`src/rtl/lvr_defines.svh`:
```
`ifndef LVR_DEFINES_SVH
`define LVR_DEFINES_SVH

// Register byte addresses
`define LVR_ADR_VSEL 8'h00
`define LVR_ADR_CAUSE 8'h04
`define LVR_ADR_STAT 8'h08
`define LVR_ADR_WDEN 8'h0c
`define LVR_ADR_IRQ_ST 8'h10
`define LVR_ADR_IRQ_MSK 8'h14

// Voltage select codes
`define LVR_VSEL_POR 8'h66
`define LVR_VSEL_1V9 8'h55
`define LVR_VSEL_2V55 8'h33
`define LVR_VSEL_3V15 8'h99
`define LVR_VSEL_3V8 8'haa
`define LVR_VSEL_OFF 8'hf0

// Watchdog enable field codes
`define LVR_WDEN_POR 5'h0a
`define LVR_WDEN_ALT 5'h15

// Reset cause bit positions and power-on value
`define LVR_CAUSE_WRF 0
`define LVR_CAUSE_LRF 1
`define LVR_CAUSE_LOW_SUPPLY_RESET_FLAG 2
`define LVR_CAUSE_RESET_CTRL_CORRUPT_FLAG 3
`define LVR_CAUSE_POR 4'h0

// Status bit positions
`define LVR_STAT_TO 0
`define LVR_STAT_PDF 1
`define LVR_STAT_MON 2

// Interrupt event bit positions
`define LVR_EV_LOW 0
`define LVR_EV_VSEL 1
`define LVR_EV_WDEN 2
`define LVR_EV_WDT 3

// Timing
`define LVR_CLK_PERIOD_NS 8
`define LVR_QUAL_TIME_NS 1000
`define LVR_SRESET_TIME_NS 2000
`define LVR_HOLD_CYC 16

`endif

```
`src/rtl/lvr_pkg.sv`:
```
package lvr_pkg;

  typedef enum logic [1:0] {
    LVR_MODE_FAST = 2'b00,
    LVR_MODE_SLOW = 2'b01,
    LVR_MODE_IDLE = 2'b10,
    LVR_MODE_SLEEP = 2'b11
  } lvr_mode_t;

  typedef enum logic [1:0] {
    LVR_ST_RUN = 2'b00,
    LVR_ST_DELAY = 2'b01,
    LVR_ST_HOLD = 2'b10
  } lvr_state_t;

endpackage

```
`src/rtl/lvr_cnt_if.sv`:
```
`timescale 1ns/1ns
interface lvr_cnt_if;
  logic run;
  logic done;
  modport ctl (output run, input done);
  modport cnt (input run, output done);
endinterface

```
`src/rtl/lvr_delay.sv`:
```
`timescale 1ns/1ns
module lvr_delay #(
  parameter int CYCLES = 1
) (
  input wire logic clk,
  input wire logic rst_n,
  input wire logic ce,
  lvr_cnt_if.cnt port_if
);
  localparam int W = $clog2(CYCLES + 1);

  logic [W-1:0] cnt_reg;
  logic [W-1:0] cnt_next;
  logic done_reg;
  logic done_next;

  // Restarts whenever run drops, pulses done at terminal count
  always_comb
  begin
    cnt_next = cnt_reg;
    done_next = 1'b0;
    if (!port_if.run)
    begin
      cnt_next = '0;
    end
    else if (cnt_reg == W'(CYCLES - 1))
    begin
      cnt_next = '0;
      done_next = 1'b1;
    end
    else
    begin
      cnt_next = cnt_reg + 1'b1;
    end
  end

  always_ff @(posedge clk or negedge rst_n)
  begin
    if (!rst_n)
    begin
      cnt_reg <= '0;
      done_reg <= 1'b0;
    end
    else if (ce)
    begin
      cnt_reg <= cnt_next;
      done_reg <= done_next;
    end
  end

  assign port_if.done = done_reg;
endmodule

```
`src/rtl/lvr_top.sv`:
```
// How it works
// Monitor active in fast/slow when code enables
// Qualified low supply issues device reset
// Short low supply pulses are ignored
// Six defined codes: five thresholds, one disable
// Undefined code: delayed reset, register back
// Low supply reset keeps select register
// Power-up loads lowest threshold code
// Low supply flag sticky, software clears
// Select corruption flag sticky, software clears
// Upper four cause bits read zero
// Active-mode watchdog timeout: full reset, timeout set
// Sleep timeout clears PC, SP only
// Timeout/powerdown flags per reset kind
// Power-on: interrupts off, timer off, SP top
// Power-on: watchdog cleared and runs, PC zero
// Bad watchdog enable field: delayed reset, flag
// Qualify counter restarts when indication drops
`timescale 1ns/1ns
`include "lvr_defines.svh"
module lvr_top #(
  parameter int QUAL_CYC =
    (`LVR_QUAL_TIME_NS + `LVR_CLK_PERIOD_NS - 1) / `LVR_CLK_PERIOD_NS,
  parameter int SRESET_CYC =
    (`LVR_SRESET_TIME_NS + `LVR_CLK_PERIOD_NS - 1) / `LVR_CLK_PERIOD_NS,
  parameter int HOLD_CYC = `LVR_HOLD_CYC
) (
  input wire logic CLK_SYS,
  input wire logic ARST_N,
  input wire logic CE,
  input wire logic WB_CYC_I,
  input wire logic WB_STB_I,
  input wire logic WB_WE_I,
  input wire logic [7:0] WB_ADR_I,
  input wire logic [3:0] WB_SEL_I,
  input wire logic [31:0] WB_DAT_I,
  output logic [31:0] WB_DAT_O,
  output logic WB_ACK_O,
  input wire logic LOW_SUPPLY,
  input wire lvr_pkg::lvr_mode_t POWER_MODE,
  input wire logic WDT_TIMEOUT,
  input wire logic WDT_CLR_CMD,
  input wire logic HALT_ENTER,
  input wire logic RST_CTRL_BAD,
  output logic CORE_RST,
  output logic PC_SP_CLR,
  output logic WDT_RUN,
  output logic MONITOR_ACTIVE,
  output logic IRQ
);
  import lvr_pkg::*;

  lvr_cnt_if qual_if ();
  lvr_cnt_if sres_if ();

  lvr_state_t state_reg;
  lvr_state_t state_next;
  logic [4:0] hold_reg;
  logic [4:0] hold_next;
  logic pend_vsel_reg;
  logic pend_vsel_next;
  logic pend_wden_reg;
  logic pend_wden_next;
  logic pend_rstc_reg;
  logic pend_rstc_next;
  logic [7:0] vsel_reg;
  logic [7:0] vsel_next;
  logic [4:0] wden_reg;
  logic [4:0] wden_next;
  logic [3:0] cause_reg;
  logic [3:0] cause_next;
  logic to_reg;
  logic to_next;
  logic pdf_reg;
  logic pdf_next;
  logic [3:0] irq_st_reg;
  logic [3:0] irq_st_next;
  logic [3:0] irq_msk_reg;
  logic [3:0] irq_msk_next;
  logic pcsp_reg;
  logic pcsp_next;
  logic ack_reg;
  logic ack_next;
  logic [31:0] dat_reg;
  logic [31:0] dat_next;
  logic low_s1_reg;
  logic low_s2_reg;

  logic vsel_valid;
  logic wden_valid;
  logic mode_active;
  logic mon_en;
  logic wdt_full;
  logic wdt_sleep;
  logic bus_req;
  logic wr_en;
  logic [3:0] ev;

  // Comparator input is asynchronous
  always_ff @(posedge CLK_SYS or negedge ARST_N)
  begin
    if (!ARST_N)
    begin
      low_s1_reg <= 1'b0;
      low_s2_reg <= 1'b0;
    end
    else if (CE)
    begin
      low_s1_reg <= LOW_SUPPLY;
      low_s2_reg <= low_s1_reg;
    end
  end

  // code decode
  always_comb
  begin
    vsel_valid = (vsel_reg == `LVR_VSEL_POR) ||
      (vsel_reg == `LVR_VSEL_1V9) || (vsel_reg == `LVR_VSEL_2V55) ||
      (vsel_reg == `LVR_VSEL_3V15) || (vsel_reg == `LVR_VSEL_3V8) ||
      (vsel_reg == `LVR_VSEL_OFF);
    // enable field check
    wden_valid = (wden_reg == `LVR_WDEN_POR) ||
      (wden_reg == `LVR_WDEN_ALT);
    mode_active = (POWER_MODE == LVR_MODE_FAST) ||
      (POWER_MODE == LVR_MODE_SLOW);
    // monitor gating
    mon_en = vsel_valid && (vsel_reg != `LVR_VSEL_OFF) && mode_active;
    // active-mode timeout
    wdt_full = WDT_TIMEOUT && mode_active && (state_reg == LVR_ST_RUN);
    // sleep-mode timeout
    wdt_sleep = WDT_TIMEOUT && !mode_active;
  end

  // qualify counter drive
  assign qual_if.run = low_s2_reg && mon_en && (state_reg == LVR_ST_RUN);
  assign sres_if.run = (state_reg == LVR_ST_DELAY);

  // qualification time
  lvr_delay #(
    .CYCLES(QUAL_CYC)
  ) u_qual (
    .clk(CLK_SYS),
    .rst_n(ARST_N),
    .ce(CE),
    .port_if(qual_if.cnt)
  );

  // soft reset delay
  lvr_delay #(
    .CYCLES(SRESET_CYC)
  ) u_sres (
    .clk(CLK_SYS),
    .rst_n(ARST_N),
    .ce(CE),
    .port_if(sres_if.cnt)
  );

  assign bus_req = WB_CYC_I && WB_STB_I;
  assign wr_en = bus_req && WB_WE_I && WB_SEL_I[0] && !ack_reg;

  // Reset sequencer and register next values
  always_comb
  begin
    state_next = state_reg;
    hold_next = hold_reg;
    pend_vsel_next = pend_vsel_reg;
    pend_wden_next = pend_wden_reg;
    pend_rstc_next = pend_rstc_reg;
    vsel_next = vsel_reg;
    wden_next = wden_reg;
    cause_next = cause_reg;
    to_next = to_reg;
    pdf_next = pdf_reg;
    irq_msk_next = irq_msk_reg;
    irq_st_next = irq_st_reg;
    pcsp_next = wdt_sleep;
    ev = 4'h0;

    // Software writes come first so hardware sets win
    if (wr_en)
    begin
      if (WB_ADR_I == `LVR_ADR_VSEL)
      begin
        vsel_next = WB_DAT_I[7:0];
      end
      else if (WB_ADR_I == `LVR_ADR_CAUSE)
      begin
        // software clears by writing zero
        cause_next = cause_reg & WB_DAT_I[3:0];
      end
      else if (WB_ADR_I == `LVR_ADR_WDEN)
      begin
        wden_next = WB_DAT_I[4:0];
      end
      else if (WB_ADR_I == `LVR_ADR_IRQ_ST)
      begin
        irq_st_next = irq_st_reg & ~WB_DAT_I[3:0];
      end
      else if (WB_ADR_I == `LVR_ADR_IRQ_MSK)
      begin
        irq_msk_next = WB_DAT_I[3:0];
      end
    end

    if (WDT_CLR_CMD)
    begin
      to_next = 1'b0;
      pdf_next = 1'b0;
    end
    if (HALT_ENTER)
    begin
      pdf_next = 1'b1;
    end

    // sleep timeout sets both flags
    if (wdt_sleep)
    begin
      to_next = 1'b1;
      pdf_next = 1'b1;
      ev[`LVR_EV_WDT] = 1'b1;
    end

    case (state_reg)
      LVR_ST_RUN:
      begin
        // only a completed count resets
        if (qual_if.done)
        begin
          state_next = LVR_ST_HOLD;
          hold_next = 5'h0;
          // low supply cause flag
          cause_next[`LVR_CAUSE_LOW_SUPPLY_RESET_FLAG] = 1'b1;
          ev[`LVR_EV_LOW] = 1'b1;
          // select register untouched here
        end
        else if (wdt_full)
        begin
          state_next = LVR_ST_HOLD;
          hold_next = 5'h0;
          // timeout flag on full reset
          to_next = 1'b1;
          ev[`LVR_EV_WDT] = 1'b1;
        end
        else if (!vsel_valid || !wden_valid || RST_CTRL_BAD)
        begin
          state_next = LVR_ST_DELAY;
          pend_vsel_next = !vsel_valid;
          pend_wden_next = !wden_valid;
          pend_rstc_next = RST_CTRL_BAD;
        end
      end
      LVR_ST_DELAY:
      begin
        // reset after the delay
        if (sres_if.done)
        begin
          state_next = LVR_ST_HOLD;
          hold_next = 5'h0;
          if (pend_vsel_reg)
          begin
            // R5 register back to power-on code
            vsel_next = `LVR_VSEL_POR;
            // corruption flag
            cause_next[`LVR_CAUSE_LRF] = 1'b1;
            ev[`LVR_EV_VSEL] = 1'b1;
          end
          if (pend_wden_reg)
          begin
            // watchdog field flag
            cause_next[`LVR_CAUSE_WRF] = 1'b1;
            ev[`LVR_EV_WDEN] = 1'b1;
          end
          if (pend_rstc_reg)
          begin
            cause_next[`LVR_CAUSE_RESET_CTRL_CORRUPT_FLAG] = 1'b1;
          end
          pend_vsel_next = 1'b0;
          pend_wden_next = 1'b0;
          pend_rstc_next = 1'b0;
        end
      end
      LVR_ST_HOLD:
      begin
        // Full reset restores the watchdog field
        wden_next = `LVR_WDEN_POR;
        if (hold_reg == 5'(HOLD_CYC - 1))
        begin
          state_next = LVR_ST_RUN;
        end
        else
        begin
          hold_next = hold_reg + 5'h1;
        end
      end
      default:
      begin
        state_next = LVR_ST_HOLD;
        hold_next = 5'h0;
      end
    endcase

    irq_st_next = irq_st_next | ev;
  end

  // Bus answer
  always_comb
  begin
    ack_next = bus_req && !ack_reg;
    dat_next = 32'h0;
    if (bus_req && !WB_WE_I)
    begin
      if (WB_ADR_I == `LVR_ADR_VSEL)
      begin
        dat_next[7:0] = vsel_reg;
      end
      else if (WB_ADR_I == `LVR_ADR_CAUSE)
      begin
        // upper bits read zero
        dat_next[3:0] = cause_reg;
      end
      else if (WB_ADR_I == `LVR_ADR_STAT)
      begin
        dat_next[`LVR_STAT_TO] = to_reg;
        dat_next[`LVR_STAT_PDF] = pdf_reg;
        dat_next[`LVR_STAT_MON] = mon_en;
      end
      else if (WB_ADR_I == `LVR_ADR_WDEN)
      begin
        dat_next[4:0] = wden_reg;
      end
      else if (WB_ADR_I == `LVR_ADR_IRQ_ST)
      begin
        dat_next[3:0] = irq_st_reg;
      end
      else if (WB_ADR_I == `LVR_ADR_IRQ_MSK)
      begin
        dat_next[3:0] = irq_msk_reg;
      end
    end
  end

  always_ff @(posedge CLK_SYS or negedge ARST_N)
  begin
    if (!ARST_N)
    begin
      // power-on holds core in reset
      state_reg <= LVR_ST_HOLD;
      hold_reg <= 5'h0;
      pend_vsel_reg <= 1'b0;
      pend_wden_reg <= 1'b0;
      pend_rstc_reg <= 1'b0;
      // lowest threshold at power-up
      vsel_reg <= `LVR_VSEL_POR;
      wden_reg <= `LVR_WDEN_POR;
      cause_reg <= `LVR_CAUSE_POR;
      // power-on clears both flags
      to_reg <= 1'b0;
      pdf_reg <= 1'b0;
      irq_st_reg <= 4'h0;
      irq_msk_reg <= 4'h0;
      pcsp_reg <= 1'b0;
      ack_reg <= 1'b0;
      dat_reg <= 32'h0;
    end
    else if (CE)
    begin
      state_reg <= state_next;
      hold_reg <= hold_next;
      pend_vsel_reg <= pend_vsel_next;
      pend_wden_reg <= pend_wden_next;
      pend_rstc_reg <= pend_rstc_next;
      vsel_reg <= vsel_next;
      wden_reg <= wden_next;
      cause_reg <= cause_next;
      to_reg <= to_next;
      pdf_reg <= pdf_next;
      irq_st_reg <= irq_st_next;
      irq_msk_reg <= irq_msk_next;
      pcsp_reg <= pcsp_next;
      ack_reg <= ack_next;
      dat_reg <= dat_next;
    end
  end

  // core reset level
  assign CORE_RST = (state_reg == LVR_ST_HOLD);
  // watchdog runs once reset ends
  assign WDT_RUN = (state_reg != LVR_ST_HOLD);
  // program counter and stack pointer only
  assign PC_SP_CLR = pcsp_reg;
  assign MONITOR_ACTIVE = mon_en;
  assign IRQ = |(irq_st_reg & irq_msk_reg);
  assign WB_ACK_O = ack_reg;
  assign WB_DAT_O = dat_reg;
endmodule

```
`config.mk`:
```
export PLATFORM = sky130hd
export DESIGN_NAME = lvr_top
export DESIGN_NICKNAME = d
export VERILOG_FILES = /design/src/rtl/lvr_pkg.sv /design/src/rtl/lvr_cnt_if.sv /design/src/rtl/lvr_delay.sv /design/src/rtl/lvr_top.sv
export VERILOG_INCLUDE_DIRS = /design/src /design/src/rtl
export SDC_FILE = /design/constraint.sdc
export NUM_CORES = 1
export LEC_CHECK = 0
export BUFFER_PORTS_ARGS = -buffer_cell sky130_fd_sc_hd__buf_2
export CAP_MARGIN = 20
export CORE_ASPECT_RATIO = 0.9
export CORE_MARGIN = 5
export CORE_UTILIZATION = 58
export DETAILED_ROUTE_END_ITERATION = 7
export GPL_ROUTABILITY_DRIVEN = 0
export HOLD_SLACK_MARGIN = 0.03
export PLACE_DENSITY = 0.89
export SYNTH_ARGS = -nofsm -noshare
export SYNTH_HDL_FRONTEND = slang
export SYNTH_HIERARCHICAL = 1
export SYNTH_SLANG_ARGS = --single-unit
```
`constraint.sdc`:
```
create_clock -name CLK_SYS -period 6.5 [get_ports CLK_SYS]
set_input_delay 0.325 -clock CLK_SYS [delete_from_list [all_inputs] [get_ports CLK_SYS]]
set_output_delay 0.325 -clock CLK_SYS [all_outputs]
set_load 0.02 [all_outputs]
```
==> flow_metrics.py <==
metrics = {
    "logic_synthesis": {
        "synth.top_cell.area_share_pct": 38.16,
        "yosys.area_share.simple_pct": 20.44,
        "synth_cell_types": 67,
        "syn_area_per_cell_um2": 9.696,
        "synth-main-ff-cell": "dfrtp_1",
        "synth_area_leaders": "dfrtp_1 (38%), buf_4 (4.9%), dfstp_2 (4.8%)",
        "synth-edff-count": 0,
        "async_flop_share_pct": 100.0,
        "synth_compound_area_share_pct": 19.02,
        "synth_area_um2": 3869,
        "syn_inst": 399,
        "synthAdderAreaFrac_pct": 1.940,
        "synth_top_area_cell": "dfrtp_1",
        "synth-xor-area-share_pct": 0,
        "synth_top_family_by_area": "simple AND/OR/NAND/NOR gates",
        "synth-seq-area-share_pct": 42.92,
        "synth-seq-cells": 66,
        "yosys_warnings": 6,
        "synth_mux_area_share_pct": 5.595,
    },
    "clock_network": {
        "clk_latency_ps": 360,
        "htree_levels": 3,
        "post_cts_buffers": 0,
        "path_clk_slew_ps": 70,
        "ctsRootBufferMaster": "clkbuf_8",
        "numClockSinks": 66,
        "ctsResizeCount": 0,
        "tritoncts": "done",
        "numCtsBuffers": 9,
        "postCtsHoldBufs": 0,
        "cts_max_path_buffers": 2,
    },
    "grt": {
        "gr-total-overflow": 0,
        "antenna_found_initial": 0,
        "grt_pass1_vias": 3014,
        "grt_pass1_wl_um": 14780,
        "grt_max_degree": 67,
        "track_usage_pct": 22.69,
    },
    "power_and_ir_drop": {
        "power_density_nw_per_um2": 272.7,
        "vdd_ir_drop_max_v": 0.0001974,
        "cellLeakagePower_uw": 0.001902,
    },
    "worst_setup_path": {
        "critPathBufInv": 0,
        "crit_slowest_cell": "dfstp_2",
        "startpoint_type": "register",
        "critPathTopFamily": "simple AND/OR/NAND/NOR gates",
        "reg2reg_depth": 7,
        "timing.rr.end": "u_qual/cnt_reg[5]",
        "cp-startpoint": "vsel_reg[1]",
        "rrSetupSlack_ps": 3860,
        "criticalPathCategory": "register to register",
        "path_cells": "nor4bb_1, and2_1, o21a_1, and3_1, nand2_1, or4_1, o221ai_1",
        "worstPathRequired_ps": 6770,
        "worstPathMaxFanout": 9,
        "crit_arrival_ps": 2900,
        "rr_startpoint": "vsel_reg[1]",
        "endpoint_kind": "register",
        "slowest_delay_ps": 580,
    },
    "place": {
        "dpl_cell_area_um2": 4023,
        "place_hpwl_um": 6235,
        "port-buffer-count": 42,
        "dp.cells": 513,
    },
    "layout": {
        "stdcell_area_um2": 4299,
        "post-route-util_pct": 65.62,
        "layoutNonFillerInstCount": 531,
        "nNetsFinal": 499,
        "syn2layout_area_growth_pct": 11.13,
        "num_antenna_cells": 0,
        "drive_above_1_share_pct": 20.86,
        "final_cell_mix": "dfrtp_1 (59), buf_2 (44), nand3_1 (32)",
        "layout_commonest_cell": "dfrtp_1",
    },
    "timing": {
        "fin_skew_ps": 7.613,
        "finalHoldViolCount": 0,
        "maxSlewViolCount": 0,
        "rsz0062_at_grt": "false",
        "fmax_ghz": 0.3790,
        "worst_pin_slew_ps": 880.1,
        "finalCritPeriodShare_pct": 40.59,
        "report.final.setup_viol": 0,
        "fin_tns_setup_ps": 0,
        "maxSlewHeadroom_pct": 40.40,
        "min_period_ps": 2638,
    },
    "floorplanning": {
        "rows": 28,
        "die_area_um2": 8406,
        "initial_core_util_pct": 59.05,
        "core_um2": 6551,
        "die_height_um": 87.48,
        "io_pins": 95,
        "die_w_um": 96.09,
    },
    "detailed_routing": {
        "routed_via_density": 6.200,
        "antenna_left": 0,
        "num_vias": 3292,
        "wl_per_cell_um": 17.18,
        "drtPass1Iterations": 5,
        "drtIter0Drc": 323,
        "route.detailed.drc": 0,
        "wirelength_um": 9124,
    },
    "run_status": {
        "status": "finished, final reports clean",
    },
    "hold_path": {
        "hp-class": "primary input to asynchronous set/reset pin",
    },
    "run": {
        "max-cap-violations": 0,
    },
}
-- worst reg2reg max path, delay by kind of cell (launching register included) --
family,cells,cell delay [ps]
and+or+nand+nor,5,1740
DFF,1,580
AOI/OAI and AO/OA,2,220
-- power breakdown --
group	switching, uW	internal (uW)	total, uW
Combinational	143	75.9	219
Sequential	43.5	445	489
Clock	161	304	464
Total	347	825	1170
-- per-layer routing --
metal  vias up  wire length (um)  track usage (%)
met3        31               794            5.877
met5         -                 0                0
met2       182              4109            33.67
met1      1564              3983            31.64
met4         0               237            9.044
li1       1515                 -                -
-- metrics by stage --
step                total power (uW)  hold slack, ps  worst slack (ps)
floorplan                      644.8           29.41              4051
global placement               692.4           457.1              3892
detailed placement             706.3           466.4              3878
CTS                             1171           173.6              3913
global route                    1221           193.8              3659
finish                          1172           151.9              3862
-- Yosys cell counts, types with 5 or more instances --
master,number
a21o_1,5
o221ai_1,7
inv_1,29
nand2_1,19
clkbuf_1,15
nor4bb_1,8
ha_1,6
mux2_2,5
a22o_1,8
dfstp_2,7
nor4_1,7
nand4b_1,5
o21ai_0,24
or4_1,7
nand2b_1,8
mux2i_1,10
dfrtp_1,59
nand3_1,32
a21oi_1,11
nor2_1,8
nor3_1,6
buf_4,25
o22ai_1,8
-- cell type report --
type / count / area [um^2]
timing repair buffer: 47 / 242.7
multi-input combinational: 283 / 1908
clock inverter: 5 / 125.1
tap: 90 / 112.6
sequential: 66 / 1660
fill: 497 / 2252
clock buffer: 11 / 141.4
inverter: 29 / 108.9
-- how the worst max path moves through the flow --
stage                         to  cells past startpoint
6_report       u_qual/cnt_reg[5]                      7
3_5_place_dp      irq_msk_reg[0]                      6
5_1_grt        u_qual/cnt_reg[5]                      7
2_1_floorplan     irq_msk_reg[0]                      6
3_3_place_gp      irq_msk_reg[1]                      6
4_1_cts        u_qual/cnt_reg[5]                      7
-- kinds of logic (layout without fill, tap and decap cells) --
| family | Yosys count | after routing |
|---|---|---|
| flops | 66 | 66 |
| compound gates | 104 | 104 |
| mux | 19 | 19 |
| other cells | 1 | 24 |
| fa+ha+maj | 6 | 6 |
| simple gates | 130 | 130 |
| buf+inv | 73 | 92 |
No activity file was read; power rests on OpenSTA's default activity.
